**src/asc_pkg.sv**
```systemverilog
// constants, field layout and types of the converter sequencing block
// Operation
// - default 10-bit four sample-and-hold; resolution select gives 12-bit single channel
// - results go into a sixteen-word result buffer
// - converter on bit 15 of control one runs or stops the converter
// - idle-stop bit 13 halts the converter while the system is idle
// - 10-bit format 00 zero-filled, 01 fills with inverted bit 9
// - 12-bit format 00 zero-filled, 01 fills with inverted bit 11
// - trigger 111 counter, 010 timer three, 001 pin zero edge
// - simultaneous sampling of channels 0-3 or 0-1, else sequential
// - in 12-bit mode simultaneous-sample bit reads zero
// - auto-start resamples after each sequence and sets sample bit itself
// - software sets sample bit; clears it only with trigger 000
// - complete bit set at conversion end, cleared at new conversion start
// - software may only clear complete bit; clearing disturbs nothing
// - converter clock period is cycle period times divider plus one
// - channel count 00 one channel, 01 two, 1x four
// - interrupt after every Nth sequence, N is field plus one
// - counter trigger samples 0 to 31 converter clocks
package asc_pkg;
  localparam int ADDR_W = 8;
  localparam logic [7:0] OFS_CON1 = 8'h00;
  localparam logic [7:0] OFS_CON2 = 8'h04;
  localparam logic [7:0] OFS_CON3 = 8'h08;
  localparam logic [7:0] OFS_STAT = 8'h0c;
  localparam logic [1:0] BUF_PAGE = 2'b01;
  localparam int BUF_WORDS = 16;
  localparam int CHANNELS = 4;
  // control one
  localparam int B_ON = 15;
  localparam int B_SIDL = 13;
  localparam int B_RES = 10;
  localparam int B_FORM = 8;
  localparam int B_SSRC = 5;
  localparam int B_SIMULTANEOUS_SAMPLE_SELECT = 3;
  localparam int B_AUTO_SAMPLE_START = 2;
  localparam int B_SAMPLE_ACTIVE = 1;
  localparam int B_DONE = 0;
  // control two and three
  localparam int B_CHPS = 8;
  localparam int B_SMPI = 2;
  localparam int B_SAMC = 8;
  localparam int B_ADCS = 0;
  // status
  localparam int B_BUSY = 0;
  localparam int B_WPTR = 4;
  localparam logic [15:0] CON1_WMASK = 16'ha7ec;
  localparam logic [15:0] CON2_WMASK = 16'h033c;
  localparam logic [15:0] CON3_WMASK = 16'h1f3f;
  localparam logic [15:0] CON_RST = 16'h0000;
  localparam logic [2:0] TRIG_SW = 3'h0;
  localparam logic [2:0] TRIG_EXTERNAL_INTERRUPT_PIN_ZERO = 3'h1;
  localparam logic [2:0] TRIG_TMR3 = 3'h2;
  localparam logic [2:0] TRIG_AUTO = 3'h7;
  localparam logic [1:0] FORM_SIGNED = 2'h1;
  localparam logic [3:0] CONV_TAD_10 = 4'hc;
  localparam logic [3:0] CONV_TAD_12 = 4'he;
  localparam logic [1:0] RESP_OKAY = 2'h0;
  localparam logic [1:0] RESP_DECERR = 2'h3;
  typedef enum logic [1:0] {ST_IDLE, ST_SAMPLE, ST_CONVERT} asc_state_type;
endpackage

```
**src/asc_top.sv**
```systemverilog
// converter control: register slave, sample sequencer and result buffer
module asc_top (
  // clock and reset
  input wire logic aclk,
  input wire logic aresetn,
  // write address
  input wire logic [asc_pkg::ADDR_W-1:0] s_axi_awaddr,
  input wire logic [2:0] s_axi_awprot,
  input wire logic s_axi_awvalid,
  output logic s_axi_awready,
  // write data
  input wire logic [31:0] s_axi_wdata,
  input wire logic [3:0] s_axi_wstrb,
  input wire logic s_axi_wvalid,
  output logic s_axi_wready,
  // write response
  output logic [1:0] s_axi_bresp,
  output logic s_axi_bvalid,
  input wire logic s_axi_bready,
  // read address
  input wire logic [asc_pkg::ADDR_W-1:0] s_axi_araddr,
  input wire logic [2:0] s_axi_arprot,
  input wire logic s_axi_arvalid,
  output logic s_axi_arready,
  // read data
  output logic [31:0] s_axi_rdata,
  output logic [1:0] s_axi_rresp,
  output logic s_axi_rvalid,
  input wire logic s_axi_rready,
  // system state and trigger sources
  input wire logic idle_mode,
  input wire logic timer3_compare,
  input wire logic external_interrupt_pin_zero,
  // converter core inputs
  input wire logic [11:0] analog_ch0,
  input wire logic [11:0] analog_ch1,
  input wire logic [11:0] analog_ch2,
  input wire logic [11:0] analog_ch3,
  // status
  output logic [3:0] sample_hold_active,
  output logic conversion_busy,
  output logic converter_interrupt_flag
);
  import asc_pkg::*;

  // bus state
  logic aw_hold_r, aw_hold_nxt, w_hold_r, w_hold_nxt;
  logic [7:0] awaddr_r, awaddr_nxt, araddr_cur;
  logic [31:0] wdata_r, wdata_nxt, rdata_r, rdata_nxt;
  logic [3:0] wstrb_r, wstrb_nxt;
  logic bvalid_r, bvalid_nxt, rvalid_r, rvalid_nxt;
  logic [1:0] bresp_r, bresp_nxt, rresp_r, rresp_nxt;
  // registers and sequencer state
  logic [15:0] con1_r, con1_nxt, con2_r, con2_nxt, con3_r, con3_nxt;
  logic sample_r, sample_nxt, done_r, done_nxt;
  asc_state_type state_r, state_nxt;
  logic [4:0] samc_cnt_r, samc_cnt_nxt;
  logic [3:0] tad_cnt_r, tad_cnt_nxt, seq_cnt_r, seq_cnt_nxt;
  logic [3:0] wptr_r, wptr_nxt, sh_r, sh_nxt;
  logic [1:0] ch_r, ch_nxt;
  logic irq_r, irq_nxt;
  logic [11:0] held_r [CHANNELS];
  logic [11:0] held_nxt [CHANNELS];
  logic [11:0] ana [CHANNELS];
  logic [15:0] buf_r [BUF_WORDS];
  // pin synchroniser
  logic external_interrupt_pin_zero_s1_r, external_interrupt_pin_zero_s2_r, external_interrupt_pin_zero_s3_r;
  // derived
  logic conv_on, res12, simultaneous_sample_select_eff, auto_sample_start, halt, run, tad_tick, trig_end;
  logic external_interrupt_pin_zero_edge, wr_fire, wr_con1, wr_con2, wr_con3, buf_we;
  logic [1:0] form, chps_eff, last_ch;
  logic [2:0] ssrc;
  logic [3:0] smpi, conv_len, used_mask;
  logic [4:0] samc;
  logic [11:0] raw_sel;
  logic [15:0] fmt_word, con1_wr;

  function automatic logic [15:0] merge16(input logic [15:0] old,
                                          input logic [31:0] data,
                                          input logic [3:0] strb);
    logic [15:0] res;
    res = old;
    if (strb[0]) begin
      res[7:0] = data[7:0];
    end
    if (strb[1]) begin
      res[15:8] = data[15:8];
    end
    return res;
  endfunction

  function automatic logic mapped(input logic [7:0] a);
    return (a == OFS_CON1) || (a == OFS_CON2) || (a == OFS_CON3) ||
           (a == OFS_STAT) || (a[7:6] == BUF_PAGE && a[1:0] == 2'b00);
  endfunction

  assign ana[0] = analog_ch0;
  assign ana[1] = analog_ch1;
  assign ana[2] = analog_ch2;
  assign ana[3] = analog_ch3;

  assign conv_on = con1_r[B_ON];
  assign res12 = con1_r[B_RES];
  assign form = con1_r[B_FORM +: 2];
  assign ssrc = con1_r[B_SSRC +: 3];
  assign simultaneous_sample_select_eff = con1_r[B_SIMULTANEOUS_SAMPLE_SELECT] & ~res12;
  assign auto_sample_start = con1_r[B_AUTO_SAMPLE_START];
  assign chps_eff = res12 ? 2'b00 : con2_r[B_CHPS +: 2];
  assign smpi = con2_r[B_SMPI +: 4];
  assign samc = con3_r[B_SAMC +: 5];
  assign halt = con1_r[B_SIDL] & idle_mode;
  assign run = conv_on & ~halt;
  assign conv_len = res12 ? CONV_TAD_12 : CONV_TAD_10;
  assign last_ch = chps_eff[1] ? 2'd3 : {1'b0, chps_eff[0]};
  assign used_mask = chps_eff[1] ? 4'hf : (chps_eff[0] ? 4'h3 : 4'h1);
  assign external_interrupt_pin_zero_edge = external_interrupt_pin_zero_s2_r & ~external_interrupt_pin_zero_s3_r;
  // 10-bit mode keeps the top ten bits of the core value
  assign raw_sel = res12 ? held_r[ch_r] : {2'b00, held_r[ch_r][11:2]};

  asc_clk_div u_div (
    .aclk(aclk),
    .aresetn(aresetn),
    .run(run && (state_r != ST_IDLE)),
    .divider(con3_r[B_ADCS +: 6]),
    .tad_tick(tad_tick)
  );

  asc_result_fmt u_fmt (
    .raw(raw_sel),
    .res12(res12),
    .form(form),
    .word(fmt_word)
  );

  always_comb begin
    case (ssrc)
      TRIG_SW: trig_end = ~sample_r;
      TRIG_EXTERNAL_INTERRUPT_PIN_ZERO: trig_end = external_interrupt_pin_zero_edge;
      TRIG_TMR3: trig_end = timer3_compare;
      TRIG_AUTO: trig_end = (samc_cnt_r >= samc);
      default: trig_end = 1'b0;
    endcase
  end

  // bus slave
  assign wr_fire = aw_hold_r & w_hold_r & ~bvalid_r;
  assign wr_con1 = wr_fire && (awaddr_r == OFS_CON1);
  assign wr_con2 = wr_fire && (awaddr_r == OFS_CON2);
  assign wr_con3 = wr_fire && (awaddr_r == OFS_CON3);
  assign araddr_cur = s_axi_araddr;

  always_comb begin
    logic [15:0] rd;
    rd = 16'h0000;
    aw_hold_nxt = aw_hold_r;
    awaddr_nxt = awaddr_r;
    w_hold_nxt = w_hold_r;
    wdata_nxt = wdata_r;
    wstrb_nxt = wstrb_r;
    bvalid_nxt = bvalid_r;
    bresp_nxt = bresp_r;
    rvalid_nxt = rvalid_r;
    rdata_nxt = rdata_r;
    rresp_nxt = rresp_r;
    if (s_axi_awvalid && s_axi_awready) begin
      aw_hold_nxt = 1'b1;
      awaddr_nxt = s_axi_awaddr;
    end
    if (s_axi_wvalid && s_axi_wready) begin
      w_hold_nxt = 1'b1;
      wdata_nxt = s_axi_wdata;
      wstrb_nxt = s_axi_wstrb;
    end
    if (wr_fire) begin
      aw_hold_nxt = 1'b0;
      w_hold_nxt = 1'b0;
      bvalid_nxt = 1'b1;
      bresp_nxt = mapped(awaddr_r) ? RESP_OKAY : RESP_DECERR;
    end else if (bvalid_r && s_axi_bready) begin
      bvalid_nxt = 1'b0;
    end
    if (s_axi_arvalid && s_axi_arready) begin
      case (araddr_cur)
        OFS_CON1: rd = {con1_r[15:4], simultaneous_sample_select_eff, con1_r[B_AUTO_SAMPLE_START],
                        sample_r, done_r};
        OFS_CON2: rd = {6'h00, chps_eff, 2'b00, smpi, 2'b00};
        OFS_CON3: rd = con3_r;
        OFS_STAT: rd = {8'h00, wptr_r, 3'b000, state_r != ST_IDLE};
        default: rd = buf_r[araddr_cur[5:2]];
      endcase
      rvalid_nxt = 1'b1;
      rdata_nxt = mapped(araddr_cur) ? {16'h0000, rd} : 32'h00000000;
      rresp_nxt = mapped(araddr_cur) ? RESP_OKAY : RESP_DECERR;
    end else if (rvalid_r && s_axi_rready) begin
      rvalid_nxt = 1'b0;
    end
  end

  always_ff @(posedge aclk) begin
    if (!aresetn) begin
      aw_hold_r <= 1'b0;
      awaddr_r <= 8'h00;
      w_hold_r <= 1'b0;
      wdata_r <= 32'h00000000;
      wstrb_r <= 4'h0;
      bvalid_r <= 1'b0;
      bresp_r <= RESP_OKAY;
      rvalid_r <= 1'b0;
      rdata_r <= 32'h00000000;
      rresp_r <= RESP_OKAY;
    end else begin
      aw_hold_r <= aw_hold_nxt;
      awaddr_r <= awaddr_nxt;
      w_hold_r <= w_hold_nxt;
      wdata_r <= wdata_nxt;
      wstrb_r <= wstrb_nxt;
      bvalid_r <= bvalid_nxt;
      bresp_r <= bresp_nxt;
      rvalid_r <= rvalid_nxt;
      rdata_r <= rdata_nxt;
      rresp_r <= rresp_nxt;
    end
  end

  assign s_axi_awready = ~aw_hold_r & ~bvalid_r;
  assign s_axi_wready = ~w_hold_r & ~bvalid_r;
  assign s_axi_bvalid = bvalid_r;
  assign s_axi_bresp = bresp_r;
  assign s_axi_arready = ~rvalid_r;
  assign s_axi_rvalid = rvalid_r;
  assign s_axi_rdata = rdata_r;
  assign s_axi_rresp = rresp_r;

  // registers and sequencer
  assign con1_wr = merge16(con1_r, wdata_r, wstrb_r);

  always_comb begin
    con1_nxt = con1_r;
    con2_nxt = con2_r;
    con3_nxt = con3_r;
    sample_nxt = sample_r;
    done_nxt = done_r;
    state_nxt = state_r;
    samc_cnt_nxt = samc_cnt_r;
    tad_cnt_nxt = tad_cnt_r;
    seq_cnt_nxt = seq_cnt_r;
    wptr_nxt = wptr_r;
    ch_nxt = ch_r;
    irq_nxt = 1'b0;
    buf_we = 1'b0;
    held_nxt = held_r;
    if (wr_con1) begin
      con1_nxt = (con1_r & ~CON1_WMASK) | (con1_wr & CON1_WMASK);
      if (conv_on) begin
        con1_nxt[B_RES] = con1_r[B_RES];
      end
      if (wstrb_r[0] && wdata_r[B_SAMPLE_ACTIVE] && !auto_sample_start) begin
        sample_nxt = 1'b1;
      end
      if (wstrb_r[0] && !wdata_r[B_SAMPLE_ACTIVE] && ssrc == TRIG_SW) begin
        sample_nxt = 1'b0;
      end
      if (wstrb_r[0] && !wdata_r[B_DONE]) begin
        done_nxt = 1'b0;
      end
    end
    if (wr_con2) begin
      con2_nxt = merge16(con2_r, wdata_r, wstrb_r) & CON2_WMASK;
    end
    if (wr_con3) begin
      con3_nxt = merge16(con3_r, wdata_r, wstrb_r) & CON3_WMASK;
    end
    // hardware updates come last so they beat a same-cycle software write, set or clear
    if (!conv_on) begin
      state_nxt = ST_IDLE;
      tad_cnt_nxt = 4'h0;
      samc_cnt_nxt = 5'h00;
      ch_nxt = 2'd0;
    end else if (run) begin
      case (state_r)
        ST_IDLE: begin
          if (sample_r || auto_sample_start) begin
            state_nxt = ST_SAMPLE;
            sample_nxt = 1'b1;
            samc_cnt_nxt = 5'h00;
          end
        end
        ST_SAMPLE: begin
          if (tad_tick && samc_cnt_r != 5'h1f) begin
            samc_cnt_nxt = samc_cnt_r + 5'h01;
          end
          if (trig_end) begin
            state_nxt = ST_CONVERT;
            sample_nxt = 1'b0;
            done_nxt = 1'b0;
            ch_nxt = 2'd0;
            tad_cnt_nxt = 4'h0;
            for (int i = 0; i < CHANNELS; i++) begin
              if (simultaneous_sample_select_eff || i == 0) begin
                held_nxt[i] = ana[i];
              end
            end
          end
        end
        ST_CONVERT: begin
          if (tad_tick && tad_cnt_r == conv_len - 4'h1) begin
            buf_we = 1'b1;
            wptr_nxt = wptr_r + 4'h1;
            tad_cnt_nxt = 4'h0;
            if (ch_r == last_ch) begin
              done_nxt = 1'b1;
              state_nxt = ST_IDLE;
              if (auto_sample_start) begin
                sample_nxt = 1'b1;
              end
              if (seq_cnt_r == smpi) begin
                irq_nxt = 1'b1;
                seq_cnt_nxt = 4'h0;
                wptr_nxt = 4'h0;
              end else begin
                seq_cnt_nxt = seq_cnt_r + 4'h1;
              end
            end else begin
              ch_nxt = 2'(ch_r + 2'd1);
              done_nxt = 1'b0;
              if (!simultaneous_sample_select_eff) begin
                held_nxt[2'(ch_r + 2'd1)] = ana[2'(ch_r + 2'd1)];
              end
            end
          end else if (tad_tick) begin
            tad_cnt_nxt = tad_cnt_r + 4'h1;
          end
        end
        default: state_nxt = ST_IDLE;
      endcase
    end
    // sampling amplifiers track until their own hold moment
    sh_nxt = 4'h0;
    if (state_nxt == ST_SAMPLE) begin
      sh_nxt = used_mask;
    end else if (state_nxt == ST_CONVERT && !simultaneous_sample_select_eff) begin
      for (int i = 0; i < CHANNELS; i++) begin
        sh_nxt[i] = used_mask[i] && (i > int'(ch_nxt));
      end
    end
  end

  always_ff @(posedge aclk) begin
    if (!aresetn) begin
      con1_r <= CON_RST;
      con2_r <= CON_RST;
      con3_r <= CON_RST;
      sample_r <= 1'b0;
      done_r <= 1'b0;
      state_r <= ST_IDLE;
      samc_cnt_r <= 5'h00;
      tad_cnt_r <= 4'h0;
      seq_cnt_r <= 4'h0;
      wptr_r <= 4'h0;
      ch_r <= 2'd0;
      irq_r <= 1'b0;
      sh_r <= 4'h0;
      external_interrupt_pin_zero_s1_r <= 1'b0;
      external_interrupt_pin_zero_s2_r <= 1'b0;
      external_interrupt_pin_zero_s3_r <= 1'b0;
      for (int i = 0; i < CHANNELS; i++) begin
        held_r[i] <= 12'h000;
      end
    end else begin
      con1_r <= con1_nxt;
      con2_r <= con2_nxt;
      con3_r <= con3_nxt;
      sample_r <= sample_nxt;
      done_r <= done_nxt;
      state_r <= state_nxt;
      samc_cnt_r <= samc_cnt_nxt;
      tad_cnt_r <= tad_cnt_nxt;
      seq_cnt_r <= seq_cnt_nxt;
      wptr_r <= wptr_nxt;
      ch_r <= ch_nxt;
      irq_r <= irq_nxt;
      sh_r <= sh_nxt;
      external_interrupt_pin_zero_s1_r <= external_interrupt_pin_zero;
      external_interrupt_pin_zero_s2_r <= external_interrupt_pin_zero_s1_r;
      external_interrupt_pin_zero_s3_r <= external_interrupt_pin_zero_s2_r;
      held_r <= held_nxt;
    end
  end

  always_ff @(posedge aclk) begin
    if (buf_we) begin
      buf_r[wptr_r] <= fmt_word;
    end
  end

  assign sample_hold_active = sh_r;
  assign conversion_busy = (state_r == ST_CONVERT);
  assign converter_interrupt_flag = irq_r;
endmodule

```
**src/asc_clk_div.sv**
```systemverilog
// converter clock enable divided down from the instruction cycle
module asc_clk_div (
  // clock and reset
  input wire logic aclk,
  input wire logic aresetn,
  // control
  input wire logic run,
  input wire logic [5:0] divider,
  // enable
  output logic tad_tick
);
  import asc_pkg::*;
  logic [5:0] cnt_r;
  logic [5:0] cnt_nxt;

  always_comb begin
    cnt_nxt = cnt_r + 6'h01;
    if (!run || cnt_r >= divider) begin
      cnt_nxt = 6'h00;
    end
  end

  always_ff @(posedge aclk) begin
    if (!aresetn) begin
      cnt_r <= 6'h00;
    end else begin
      cnt_r <= cnt_nxt;
    end
  end

  // one pulse every divider plus one cycles
  assign tad_tick = run && (cnt_r >= divider);
endmodule

```
**src/asc_result_fmt.sv**
```systemverilog
// result formatting into a 16-bit buffer word
module asc_result_fmt (
  // result
  input wire logic [11:0] raw,
  input wire logic res12,
  input wire logic [1:0] form,
  // formatted word
  output logic [15:0] word
);
  import asc_pkg::*;

  always_comb begin
    if (res12) begin
      word = {4'h0, raw};
      if (form == FORM_SIGNED) begin
        word = {{4{~raw[11]}}, raw};
      end
    end else begin
      word = {6'h00, raw[9:0]};
      if (form == FORM_SIGNED) begin
        word = {{6{~raw[9]}}, raw[9:0]};
      end
    end
  end
endmodule

```
**config.mk**
```make
export PLATFORM = sky130hd
export DESIGN_NAME = asc_top
export DESIGN_NICKNAME = d
export VERILOG_FILES = /design/src/asc_pkg.sv /design/src/asc_top.sv /design/src/asc_clk_div.sv /design/src/asc_result_fmt.sv
export SDC_FILE = /design/constraint.sdc
export NUM_CORES = 1
export LEC_CHECK = 0
export BUFFER_PORTS_ARGS = -buffer_cell sky130_fd_sc_hd__buf_4
export CAP_MARGIN = 25
export CORE_AREA = 2 2 205 207
export CTS_CLUSTER_SIZE = 10
export DETAILED_ROUTE_END_ITERATION = 8
export DIE_AREA = 0 0 207 209
export PLACE_DENSITY = 0.56
export SYNTH_ARGS = -nofsm -noshare
export SYNTH_HDL_FRONTEND = slang
export SYNTH_SLANG_ARGS = --single-unit
```
**constraint.sdc**
```tcl
create_clock -name aclk -period 3.8 [get_ports aclk]
set_input_delay 0.19 -clock aclk [delete_from_list [all_inputs] [get_ports aclk]]
set_output_delay 0.19 -clock aclk [all_outputs]
set_load 0.02 [all_outputs]
```
# Word-level counts from Yosys, hierarchy flattened
# Memory sizes are Yosys's and may differ from the RTL's.
# Cells that the tools add are included.
dict set report classes {
  n_addsub 7
  order_cmp 8
  eq_ne 28
  mux 88
  n_bitwise 23
  reduce_logical 65
}
# cell count
set ops {}
lappend ops {{$mux 48} 4}
lappend ops {{$mux 12} 9}
lappend ops {{$pmux 48 s2} 1}
lappend ops {{$mux 16} 4}
lappend ops {{$pmux 16 s4} 1}
lappend ops {{$bmux 12 s2} 2}
lappend ops {{$bwmux 48} 1}
lappend ops {{$mux 4} 9}
lappend ops {{$mux 2} 17}
lappend ops {{$eq 8x4->1 const B} 4}
lappend ops {{$mux 1} 28}
lappend ops {{$demux 12 s2} 1}
lappend ops {{$logic_and 1x1->1} 24}
lappend ops {{$eq 8x3->1 const B} 2}
lappend ops {{$logic_not 8->1} 2}
lappend ops {{$mux 8} 2}
lappend ops {{$or 15x16->16} 1}
lappend ops {{$add 4x1->4 const B} 3}
lappend ops {{$ne 2x2->1 const B} 6}
lappend ops {{$not 1->1} 12}
lappend ops {{$reduce_and 2->1} 6}
lappend ops {{$reduce_and 4->1} 3}
lappend ops {{$eq 2x1->1 const B} 5}
lappend ops {{$logic_or 1x1->1} 10}
lappend ops {{other kinds (38)} 62}
dict set report totals {
  regBits 184
  ram_bits 256
  in_bits 116
  word_cells 254
  mem_count 1
}
# name words word_bits rd rd_ports_with_merged_regs wr line
set mem_list {}
lappend mem_list {buf_r 16 16 1 0 1 asc_top.sv:65} ;# logic [15:0] buf_r [BUF_WORDS];

# Longest topological paths before layout
# Gate-level depths: netlist (run 1).
dict set report depth {
  ltp_word 14
  depth_mapped 11
}

# Hierarchy
# A second synthesis (run 1) with hierarchy kept.
dict set report unflattened {
  cells_unflattened 1414
  area_unflattened_um2 18559.0
}
# mod n_inst cells_each area_per_inst_um2 seq_area_each_um2
set by_module_without_submodules {}
lappend by_module_without_submodules {asc_top 1 1352 18006.0 10750.3}
lappend by_module_without_submodules {asc_clk_div 1 44 395.4 120.1}
lappend by_module_without_submodules {asc_result_fmt 1 18 157.7 0.0}

# Worst setup path after synthesis (run 1)
# Ideal clock, no wire load.
dict set report synth_timing {
  kind {register to register}
  from {register state_r[0]}
  to {memory buf_r[3][0], enable pin}
  setup_ps 400
  arrival_ps 2596
  required_time_ps 3400
  setup_slack_ps 805
  path_stages_with_launch 8
  period_less_slack_ps 2995
  cell_sequence {dfxtp_1 > inv_1 > ha_1 > inv_1 > clkbuf_1 > nor3_2 > nand2_1 > nor3_1}
}
dict set report synth_via {
  elab_cells_between_ends 11
  classes_between {1 x eq/ne; 6 x mux; 4 x reduce/logical}
}
# item line
set synth_lines {}
lappend synth_lines {{start: declaration} asc_top.sv:56} ;# asc_state_type state_r, state_nxt;
lappend synth_lines {{start signal: assignment} asc_top.sv:375} ;# state_r <= state_nxt;
lappend synth_lines {{$eq 2x2->1} --}
lappend synth_lines {{net conversion_busy} asc_top.sv:41} ;# output logic conversion_busy,
lappend synth_lines {{$mux 1} asc_top.sv:280} ;# case (state_r)
lappend synth_lines {{$mux 1} asc_top.sv:279} ;# end else if (run) begin
lappend synth_lines {{$mux 1} asc_top.sv:274} ;# if (!conv_on) begin
lappend synth_lines {{$mux 1} asc_top.sv:391} ;# if (buf_we) begin
lappend synth_lines {{$mux 1 (not written as such)} asc_top.sv:392} ;# buf_r[wptr_r] <= fmt_word;
lappend synth_lines {{end: declaration} asc_top.sv:65}
# The timed path passes the listed nets, and every way through them passes these cells.

# Worst setup path after layout (run 1)
dict set report layout_timing {
  from {register con1_r[13]}
  to {memory buf_r[8][0], enable pin}
}
dict set report layout_via {
  elab_chain_cells 12
}
# item line
set layout_lines {}
lappend layout_lines {{start: declaration} asc_top.sv:54} ;# logic [15:0] con1_r, con1_nxt, con2_r, con2_nxt, con3_r, con3_nxt;
lappend layout_lines {{start signal: assignment} asc_top.sv:370} ;# con1_r <= con1_nxt;
lappend layout_lines {{$and 1x1->1 (*)} asc_top.sv:111} ;# assign halt = con1_r[B_SIDL] & idle_mode;
lappend layout_lines {{$not 1->1 (*)} asc_top.sv:112} ;# assign run = conv_on & ~halt;
lappend layout_lines {{$and 1x1->1 (*)} asc_top.sv:112}
lappend layout_lines {{$logic_and 1x1->1} asc_top.sv:123} ;# .run(run && (state_r != ST_IDLE)),
lappend layout_lines {{$logic_and 1x1->1} asc_clk_div.sv:32} ;# assign tad_tick = run && (cnt_r >= divider);
lappend layout_lines {{$logic_and 1x1->1} asc_top.sv:306} ;# if (tad_tick && tad_cnt_r == conv_len - 4'h1) begin
lappend layout_lines {{$mux 1} asc_top.sv:306}
lappend layout_lines {{$mux 1} asc_top.sv:280}
lappend layout_lines {{$mux 1 (*)} asc_top.sv:279}
lappend layout_lines {{$mux 1 (*)} asc_top.sv:274}
lappend layout_lines {{$mux 1 (*)} asc_top.sv:391}
lappend layout_lines {{$mux 1 (not written as such) (*)} asc_top.sv:392}
# Every way passes the cells marked *; elsewhere a longest branch is shown, timed or not.

==> results of run 1 <==
-- where the power goes --
group	internal (mW)	switching (mW)	total, mW
sequential	4.18	0.0222	4.20
clock	2.13	1.49	3.63
combinational	0.188	0.202	0.390
total	6.50	1.72	8.22
-- final cells by class --
class / count / area (um2)
fillers: 3685 / 21900
flip-flops and latches: 367 / 9430
multi-input cells: 749 / 6330
repair buffers: 205 / 1620
clock buffers: 62 / 1190
well taps: 539 / 674
inverters: 31 / 116
clock inverters: 2 / 13.8
-- sequential cells by signal (all words and copies together) (netlist names), 2 cells and up --
signal / cells
held_r: 48
samc_cnt_r: 5
con2_r: 6
wptr_r: 4
state_r: 2
wdata_r: 15
s_axi_rdata: 16
buf_r: 208
u_div.cnt_r: 6
con3_r: 11
sample_hold_active: 4
awaddr_r: 8
con1_r: 10
tad_cnt_r: 4
ch_r: 2
wstrb_r: 2
seq_cnt_r: 4
-- cell usage in the layout (no fill, tap or decap), types with 29 or more instances in the layout --
| cell type | n |
|---|---|
| sky130_fd_sc_hd__inv_1 | 30 |
| sky130_fd_sc_hd__nor2_1 | 105 |
| sky130_fd_sc_hd__buf_4 | 175 |
| sky130_fd_sc_hd__dfxtp_1 | 158 |
| sky130_fd_sc_hd__mux4_2 | 80 |
| sky130_fd_sc_hd__edfxtp_1 | 208 |
| sky130_fd_sc_hd__mux2i_1 | 31 |
| sky130_fd_sc_hd__clkbuf_16 | 43 |
| sky130_fd_sc_hd__o22a_1 | 36 |
| sky130_fd_sc_hd__o221a_1 | 30 |
| sky130_fd_sc_hd__a21oi_1 | 76 |
| sky130_fd_sc_hd__dlygate4sd3_1 | 29 |
| sky130_fd_sc_hd__nand2_1 | 107 |
-- kinds of logic (layout without fill, tap and decap cells) --
| logic type | after synthesis | after routing | synth area share, % |
|---|---|---|---|
| AOI/OAI and AO/OA | 251 | 251 | 11.4 |
| xor gates and xnor gates | 15 | 15 | 0.807 |
| adders and majority gates | 28 | 28 | 2.15 |
| buffers and inverters | 126 | 300 | 3.72 |
| DFF | 367 | 367 | 57.9 |
| muxes | 133 | 133 | 15.4 |
| other | 1 | 16 | 0.0230 |
| and+or+nand+nor | 306 | 306 | 8.60 |
-- per-layer routing --
layer	GRT usage (%)	share of wire (%)
met1	27.1	46
met2	31.1	47
met3	2.52	4.1
met4	6.21	2.6
met5	0	0
-- worst reg2reg max path: stages (launching register included) --
cell and delay (ns):
sky130_fd_sc_hd__dfxtp_1 0.39, sky130_fd_sc_hd__a21boi_4 0.31, sky130_fd_sc_hd__o2111ai_2 0.24, sky130_fd_sc_hd__or2_2 0.34
sky130_fd_sc_hd__nor3_2 0.28, sky130_fd_sc_hd__nand2_1 0.21, sky130_fd_sc_hd__nor2_1 0.45, sky130_fd_sc_hd__buf_4 0.33
-- path summary, 6_finish.rpt --
kind / startpoint / end / depth (start not counted)
worst max-delay path: con1_r[13] / buf_r[8][0] / 7
worst min-delay path: aresetn / done_r / 2
worst max register to register: con1_r[13] / buf_r[8][0] / 7
worst min register to register: external_interrupt_pin_zero_s1_r / external_interrupt_pin_zero_s2_r / 1
-- repair_timing --
item,4_1_cts,5_1_grt
hold endpoints to repair,28,0
hold buffers,29,0
setup buffers,0,0
-- per-stage QoR --
stage / std cells / hold WS [ns]
after CTS: 1955 / 0.00372
after floorplan: 1242 / 0.289
final: 1955 / 0.0164
after global placement: 1862 / 0.375
after detailed placement: 1862 / 0.380
after global routing: 1955 / 0.0180
==> impl_metrics.py, run 1 <==
metrics = {
    "outcome": {
        "run_status": "finished clean",
    },
    "cts": {
        "clkTransAtPathRegs_ns": 0.06,
        "h_tree_lvl_count": 2,
        "clk_root_buffer_cell": "sky130_fd_sc_hd__clkbuf_16",
        "ctsResizeCount": 0,
        "worst_skew_pair.late_latency_ns": 0.54,
        "cts_buffer_depth": 3,
        "clkSinkCount": 367,
        "num_cts_buffers": 43,
        "clock_tree_from_tritoncts": "yes",
    },
    "synthesis": {
        "ys_types": 68,
        "synth_ff_type": "sky130_fd_sc_hd__edfxtp_1",
        "yosysTopAreaCell": "sky130_fd_sc_hd__edfxtp_1",
        "syn-mean-instance-area_um2": 13.3,
        "yosysTopAreaCellShare_pct": 38.4,
        "synthesis.instances": 1227,
        "count_of_flip_flops_with_a_built_in_enable_after_synthesis": 208,
        "warnings_from_yosys": 0,
        "ys_top_cells_by_area": "sky130_fd_sc_hd__edfxtp_1 38%, sky130_fd_sc_hd__dfxtp_1 20%, sky130_fd_sc_hd__mux4_2 11%, sky130_fd_sc_hd__nand2_1 2.5%, sky130_fd_sc_hd__nor2_1 2.4%",
        "yosysMostFrequentCell": "sky130_fd_sc_hd__edfxtp_1",
        "yosys_register_bits": 367,
        "seq_area_frac_synth_pct": 57.9,
        "synth_async_sr_flop_share_pct": 0,
        "syn-cell-area_mm2": 0.0163,
        "synthTopCellsByCount": "208 x sky130_fd_sc_hd__edfxtp_1, 159 x sky130_fd_sc_hd__dfxtp_1, 107 x sky130_fd_sc_hd__nand2_1",
    },
    "power_and_ir_drop": {
        "leakagePower_nw": 7.34,
        "power.density_mw_per_mm2": 424,
        "power.total_mw": 8.22,
        "maximum_vdd_ir_drop_uv": 262,
    },
    "placed_design": {
        "place_hpwl_um": 28200,
        "dpl_cell_area_mm2": 0.0179,
        "post-place-ws_ns": 0.960,
        "port_buffers": 121,
        "place_congestion": 0.808,
    },
    "floorplan": {
        "fp-row-count": 75,
        "die_h_um": 209,
        "design.die.area_mm2": 0.0433,
        "die-width_um": 207,
        "starting_density_pct": 39.4,
        "num_io_pins": 163,
        "core-area_mm2": 0.0413,
    },
    "global_route": {
        "maximum_number_of_pins_on_one_net_before_global_route_repair": 54,
        "grt_usage_pct": 19.3,
        "globalRouteOverflowTotal": 0,
        "global_route_wire_length_before_repair_um": 64500,
        "grt_pass1_vias": 10700,
        "number_of_antenna_violations_at_the_first_check_in_global_routing": 0,
    },
    "cells_and_area": {
        "stdcell_area_mm2": 0.0194,
        "areaGrowthSynthToFinish_pct": 19.0,
        "post-route-util_pct": 46.9,
        "n_antenna_cell": 0,
        "fraction_of_layout_instances_using_a_drive_strength_above_1_pct": 23.9,
        "design.final.nets": 1541,
    },
    "timing": {
        "timing_worst_slew_pin_value_ns": 0.823,
        "post-route-worst-setup-slack_ns": 0.935,
        "finalClockSkew_ns": 0.0125,
        "period_minus_ws_final_ns": 2.87,
        "final_max_slew_viol_count": 0,
        "finalHoldViolations": 0,
        "setup-violations-final": 0,
        "final.setup.tns_ns": 0,
        "worst_slew_margin_pct": 45.0,
        "final_period_utilization_pct": 75.4,
        "rsz_0062_raised_after_global_routing": "false",
        "max_freq_mhz": 349,
    },
    "run": {
        "drv.max_cap_violation_count": 0,
    },
    "routing": {
        "detail_route.wirelength_um": 41800,
        "wire_per_inst_um": 21.4,
        "detail_route.drc_violations": 0,
        "vias": 10800,
        "routed_via_density": 5.51,
        "route.antenna.remaining_nets": 0,
        "firstDrtPassIters": 5,
        "drt_iter0_drc": 887,
    },
    "critical_path": {
        "timing.critical_path.to_type": "flop",
        "critPathKind": "flop to flop",
        "worst-path-max-fanout": 9,
        "worst-endpoint-required_ns": 4.02,
        "crit_slowest_cell": "sky130_fd_sc_hd__nor2_1",
        "worst_ep_arrival_time_ns": 3.09,
        "cpLargestDelayFamily": "simple AND/OR/NAND/NOR gates",
        "crit_buf_inv": 1,
        "critical_path.cell_chain": "a21boi_4 > o2111ai_2 > or2_2 > nor3_2 > nand2_1 > nor2_1 > buf_4",
        "reg2reg_setup_slack_ns": 0.93,
        "cpPeakStageDelay_ns": 0.45,
        "start_kind": "flop",
    },
    "worst_hold_path": {
        "worstHoldPathType": "primary input to flop",
    },
}
No activity file was read; power rests on OpenSTA's default activity.
==> run 2, diff against run 1 <==
- ABC_AREA: default -> 1
- CORE_AREA: 2 2 205 207 -> 2 2 206 208
- DIE_AREA: 0 0 207 209 -> 0 0 208 210
- clock period: 3.8 -> 2.93 ns (I/O delays scaled with it)
==> impl_metrics.py, run 2 <==
metrics = {
    "synthesis": {
        "seq_area_frac_synth_pct": 57.4,
        "warnings_from_yosys": 0,
        "yosysTopAreaCell": "sky130_fd_sc_hd__edfxtp_1",
        "ys_types": 47,
        "syn-mean-instance-area_um2": 9.19,
        "yosysMostFrequentCell": "sky130_fd_sc_hd__nand2_1",
        "synth_async_sr_flop_share_pct": 0,
        "synthTopCellsByCount": "238 x sky130_fd_sc_hd__nand2_1, 221 x sky130_fd_sc_hd__nor2_1, 208 x sky130_fd_sc_hd__edfxtp_1",
        "count_of_flip_flops_with_a_built_in_enable_after_synthesis": 208,
        "synth_ff_type": "sky130_fd_sc_hd__edfxtp_1",
        "yosys_register_bits": 367,
        "synthesis.instances": 1788,
        "yosysTopAreaCellShare_pct": 38.0,
        "syn-cell-area_mm2": 0.0164,
        "ys_top_cells_by_area": "sky130_fd_sc_hd__edfxtp_1 38%, sky130_fd_sc_hd__dfxtp_1 19%, sky130_fd_sc_hd__nand2_1 5.4%, sky130_fd_sc_hd__nor2_1 5.0%, sky130_fd_sc_hd__o21ai_0 5.0%",
    },
    "routing": {
        "detail_route.drc_violations": 0,
        "wire_per_inst_um": 19.0,
        "drt_iter0_drc": 1082,
        "detail_route.wirelength_um": 48000,
        "route.antenna.remaining_nets": 0,
        "routed_via_density": 5.36,
        "vias": 13500,
        "firstDrtPassIters": 7,
    },
    "cts": {
        "post-cts-setup-buffer-count": 0,
        "h_tree_lvl_count": 2,
        "clkTransAtPathRegs_ns": 0.05,
        "clk_root_buffer_cell": "sky130_fd_sc_hd__clkbuf_16",
        "cts_buffer_depth": 3,
        "clock_tree_from_tritoncts": "yes",
        "worst_skew_pair.late_latency_ns": 0.56,
        "clkSinkCount": 367,
        "num_cts_buffers": 44,
    },
    "timing": {
        "final.setup.tns_ns": 0,
        "period_minus_ws_final_ns": 2.59,
        "worst_slew_margin_pct": 52.8,
        "max_freq_mhz": 386,
        "post-route-worst-setup-slack_ns": 0.341,
        "finalHoldViolations": 0,
        "final_max_slew_viol_count": 0,
        "rsz_0062_raised_after_global_routing": "false",
        "finalClockSkew_ns": 0.0236,
        "final_period_utilization_pct": 88.3,
        "timing_worst_slew_pin_value_ns": 0.707,
        "hold-worst-slack_ns": 0.0302,
        "setup-violations-final": 0,
    },
    "critical_path": {
        "cpPeakStageDelay_ns": 0.38,
        "critical_path.most_common_cell": "sky130_fd_sc_hd__nand2_1",
        "critPathKind": "flop to flop",
        "critical_path.cell_chain": "inv_1 > ha_1 > inv_1 > nand2_1 > nand2_1 > nand2_1 > nand2_1 > nand2_1 > nand2_1 > nand4_1 > o21ai_0 > nor4_4 > buf_12 > nand3_1 > nand2_1 > nor2_1",
        "reg2reg_depth": 16,
        "worst-path-max-fanout": 72,
        "start_kind": "flop",
        "reg2reg_setup_slack_ns": 0.34,
        "timing.rr.end": "held_r[7]",
        "worst_ep_arrival_time_ns": 3.03,
        "worst_setup_path_endpoint": "held_r[7]",
        "worst_setup_path_startpoint": "samc_cnt_r[0]",
        "worst-endpoint-required_ns": 3.37,
        "origin_of_the_critical_flop_to_flop_path": "samc_cnt_r[0]",
        "crit_slowest_cell": "sky130_fd_sc_hd__dfxtp_1",
        "timing.critical_path.to_type": "flop",
    },
    "cells_and_area": {
        "mostFrequentLayoutCells": "235 x sky130_fd_sc_hd__nand2_1, 221 x sky130_fd_sc_hd__nor2_1, 208 x sky130_fd_sc_hd__edfxtp_1",
        "design.final.nets": 2107,
        "register_containing_the_most_flip_flops_in_the_final_layout": "buf_r",
        "layout.cells.most_common": "sky130_fd_sc_hd__nand2_1",
        "n_antenna_cell": 0,
        "post-route-util_pct": 47.5,
        "fraction_of_layout_instances_using_a_drive_strength_above_1_pct": 14.0,
        "areaGrowthSynthToFinish_pct": 19.9,
        "largest_reg_flops": 208,
    },
    "outcome": {
        "run_status": "finished clean",
    },
    "run": {
        "drv.max_cap_violation_count": 0,
    },
    "global_route": {
        "grt_pass1_vias": 12800,
        "number_of_antenna_violations_at_the_first_check_in_global_routing": 1,
        "globalRouteOverflowTotal": 0,
        "maximum_number_of_pins_on_one_net_before_global_route_repair": 75,
        "grt_usage_pct": 21.5,
        "global_route_wire_length_before_repair_um": 73700,
    },
    "floorplan": {
        "die_h_um": 210,
        "num_io_pins": 163,
        "fp-row-count": 75,
        "core-area_mm2": 0.0415,
        "starting_density_pct": 39.6,
        "design.die.area_mm2": 0.0437,
        "die-width_um": 208,
    },
    "worst_hold_path": {
        "worstHoldPathType": "primary input to flop",
        "min_from": "analog_ch0[4]",
    },
    "power_and_ir_drop": {
        "power.total_mw": 11.0,
        "power.density_mw_per_mm2": 557,
        "leakagePower_nw": 7.84,
        "maximum_vdd_ir_drop_uv": 405,
    },
    "placed_design": {
        "post-place-ws_ns": 0.200,
        "port_buffers": 121,
        "place_hpwl_um": 31700,
        "place_congestion": 0.884,
    },
}
run 2: cell types whose count changed after synthesis, sizes merged, moves of 61 or more:
cell,change
inv,+142
o21ai,+137
nand2,+133
nor2,+117
o22ai,+107
mux4,-90
a21oi,+70
nand3,+61
run 2: worst min-delay path by stage:
stage / endpoint / depth (start not counted)
after floorplan: external_interrupt_pin_zero_s1_r / 2
after global placement: external_interrupt_pin_zero_s1_r / 3
after detailed placement: external_interrupt_pin_zero_s1_r / 3
after CTS: held_r[40] / 5
after global routing: held_r[40] / 5
final: held_r[40] / 5
run 2: repair_timing:
item | in CTS | in global routing
endpoints found under the hold margin | 39 | 0
gates resized for setup | 0 | 1
hold buffers | 40 | 0
setup endpoints to repair | 0 | 5
run 2: worst max-delay path: cells and delay by family (launching register included):
kind | cells | cell delay, ns
buf+inv | 3 | 0.43
fa+ha+maj | 1 | 0.27
flops | 1 | 0.38
compound gates | 1 | 0.19
simple gates | 11 | 1.17
run 2: kinds of logic after synthesis:
logic type	count (synthesis)	share of synthesized area (%)
AND/OR/NAND/NOR	604	15.5
AO/OA/AOI/OAI	483	16.8
flip-flops	367	57.4
buffers and inverters	293	7.58
adder cells (fa/ha/maj)	28	2.13
XOR/XNOR	12	0.640
other	1	0.0228
run 2: through the flow:
stage | cell area (um2) | std cells
floorplan | 16500 | 1803
global placement | 18100 | 2416
detailed placement | 18100 | 2416
CTS | 19700 | 2520
global route | 19700 | 2520
finish | 19700 | 2520
run 2: where the power goes:
group | total (mW) | internal [mW] | switching [mW]
clock | 4.82 | 2.78 | 2.04
sequential | 5.47 | 5.44 | 0.0376
combinational | 0.678 | 0.275 | 0.402
run 2: routing by layer:
metal	up-vias	part of all wire [%]	wire length, um	GRT usage, %
met5	-	0	0	0
met4	0	1.8	869	5.11
met3	55	6.6	3160	3.01
met2	453	46	22200	34.6
met1	6468	45	21800	30.9
li1	6521	-	-	-
run 2: cell type report:
cell class                      instances  area (um2)
Clock buffer                           57        1170
Clock inverter                          7        67.6
Fill cell                            3965       21800
Inverter                              176         664
Multi-Input combinational cell       1143        5830
Sequential cell                       367        9430
Tap cell                              539         674
Timing Repair Buffer                  231        1870
==> run 3, diff against run 2 <==
- clock period: 2.93 -> 2.55 ns (I/O delays scaled with it)
==> impl_metrics.py, run 3 (synthesized netlist as in run 2, its figures left out) <==
metrics = {
    "cts": {
        "worst_skew_pair.late_latency_ns": 0.55,
        "num_cts_buffers": 43,
        "clock_tree_from_tritoncts": "yes",
        "h_tree_lvl_count": 2,
        "cts_buffer_depth": 3,
        "clkTransAtPathRegs_ns": 0.06,
        "clkSinkCount": 367,
        "clk_root_buffer_cell": "sky130_fd_sc_hd__clkbuf_16",
    },
    "timing": {
        "max_freq_mhz": 418,
        "finalClockSkew_ns": 0.0167,
        "setup-violations-final": 0,
        "post-route-worst-setup-slack_ns": 0.156,
        "final_period_utilization_pct": 93.9,
        "period_minus_ws_final_ns": 2.39,
        "worst_slew_margin_pct": 52.1,
        "final_max_slew_viol_count": 0,
        "finalHoldViolations": 0,
        "timing_worst_slew_pin_value_ns": 0.718,
        "hold-worst-slack_ns": 0.0164,
    },
    "floorplan": {
        "die_h_um": 210,
        "die-width_um": 208,
        "fp-row-count": 75,
        "core-area_mm2": 0.0415,
        "starting_density_pct": 39.6,
        "design.die.area_mm2": 0.0437,
        "num_io_pins": 163,
    },
    "routing": {
        "firstDrtPassIters": 5,
        "detail_route.drc_violations": 0,
        "wire_per_inst_um": 18.9,
        "routed_via_density": 5.26,
        "drt_iter0_drc": 1102,
        "vias": 13500,
        "detail_route.wirelength_um": 48500,
        "route.antenna.remaining_nets": 0,
    },
    "global_route": {
        "grt_usage_pct": 21.8,
        "globalRouteOverflowTotal": 0,
        "number_of_antenna_violations_at_the_first_check_in_global_routing": 0,
        "global_route_wire_length_before_repair_um": 75100,
        "grt_pass1_vias": 13100,
        "maximum_number_of_pins_on_one_net_before_global_route_repair": 76,
    },
    "critical_path": {
        "reg2reg_depth": 15,
        "timing.critical_path.to_type": "flop",
        "critPathKind": "flop to flop",
        "worst_ep_arrival_time_ns": 2.65,
        "worst-endpoint-required_ns": 2.80,
        "reg2reg_setup_slack_ns": 0.16,
        "worst-path-max-fanout": 8,
        "start_kind": "flop",
    },
    "power_and_ir_drop": {
        "p_sw_share_pct": 22.6,
        "clockPowerShare_pct": 43.3,
        "maximum_vdd_ir_drop_uv": 421,
        "internal-power_mw": 9.69,
        "leakagePower_nw": 8.08,
        "power.density_mw_per_mm2": 618,
        "net-switching-power_mw": 2.83,
        "pwr-share-comb_pct": 6.5,
        "seq_power_share_pct": 50.3,
    },
    "cells_and_area": {
        "n_antenna_cell": 0,
        "register_containing_the_most_flip_flops_in_the_final_layout": "buf_r",
        "post-route-util_pct": 48.8,
        "fraction_of_layout_instances_using_a_drive_strength_above_1_pct": 15.8,
        "mostFrequentLayoutCells": "233 x sky130_fd_sc_hd__nand2_1, 215 x sky130_fd_sc_hd__nor2_1, 208 x sky130_fd_sc_hd__edfxtp_1",
        "design.final.nets": 2152,
        "largest_reg_flops": 208,
        "layout.cells.most_common": "sky130_fd_sc_hd__nand2_1",
        "areaGrowthSynthToFinish_pct": 23.2,
    },
    "worst_hold_path": {
        "worst_hold_path.num_cells": 7,
        "worstHoldPathType": "primary input to flop",
    },
    "placed_design": {
        "place_congestion": 0.884,
        "place_hpwl_um": 32800,
        "post-place-ws_ns": 0.0483,
        "port_buffers": 121,
    },
    "run": {
        "drv.max_cap_violation_count": 0,
    },
    "outcome": {
        "run_status": "finished clean",
    },
}
-- run 3: changes by cell type in the layout (fill, tap and decap cells not counted), sizes merged --
cell	before	now
buf	191	224
clkbuf	57	61
clkinvlp	1	0
dlygate4sd3	40	52
inv	175	174
-- run 3: repair_timing --
action / in CTS / in global routing
endpoints found under the hold margin: 48 / 0
endpoints found under the setup margin: 0 / 107
hold buffers: 52 / 0
setup buffers: 0 / 2
resized for setup: 0 / 22
-- run 3: critical path: stages (launching register included) --
cell                      delay [ns]
sky130_fd_sc_hd__dfxtp_1        0.30
sky130_fd_sc_hd__inv_1          0.06
sky130_fd_sc_hd__ha_1           0.29
sky130_fd_sc_hd__nand2_1        0.07
sky130_fd_sc_hd__inv_1          0.05
sky130_fd_sc_hd__a21oi_1        0.07
sky130_fd_sc_hd__buf_4          0.16
sky130_fd_sc_hd__nand2_1        0.11
sky130_fd_sc_hd__nand3_4        0.10
sky130_fd_sc_hd__nor2_1         0.12
sky130_fd_sc_hd__buf_4          0.15
sky130_fd_sc_hd__nand2_1        0.08
sky130_fd_sc_hd__nor2_2         0.10
sky130_fd_sc_hd__inv_1          0.08
sky130_fd_sc_hd__nor2_2         0.14
sky130_fd_sc_hd__buf_6          0.20
-- run 3: worst paths after layout --
path,startpoint,to
worst min-delay path,analog_ch2[11],held_r[23]
worst min register to register,external_interrupt_pin_zero_s1_r,external_interrupt_pin_zero_s2_r
worst max-delay path,con3_r[5],buf_r[15][4]
worst max register to register,con3_r[5],buf_r[15][4]
-- run 3: power groups by stage --
| stage | Combinational [mW] | Sequential [mW] | Clock (mW) |
|---|---|---|---|
| final | 0.808 | 6.29 | 5.41 |
| after global routing | 0.889 | 6.29 | 5.76 |
| after CTS | 0.803 | 6.29 | 5.52 |
| after detailed placement | 0.732 | 6.41 | 0 |
| after global placement | 0.730 | 6.41 | 0 |
| after floorplan | 0.430 | 6.40 | 0 |
-- run 3: final cells by class --
cell class / instances / area, um2
Inverter: 176 / 664
Tap cell: 539 / 674
Clock buffer: 60 / 1140
Timing Repair Buffer: 277 / 2410
Sequential cell: 367 / 9430
Fill cell: 3982 / 21200
Multi-Input combinational cell: 1143 / 5860
Clock inverter: 5 / 62.6
-- run 3: routing by layer --
metal	up-vias	global-route usage, %	wire (um)
met4	0	6.19	1050
met1	6421	31.9	23100
met3	60	2.65	2550
met2	400	34.3	21800
li1	6626	-	-
met5	-	0	0
-- run 3: metrics by stage --
step                      TNS [ns]  power [mW]  std cells  instance area [um2]
final                            0        12.5       2567                20200
after floorplan              -2.87        6.83       1803                16500
after detailed placement         0        7.14       2446                18400
after global placement           0        7.14       2446                18400
after global routing        -0.205        12.9       2567                20200
after CTS                        0        12.6       2563                20100
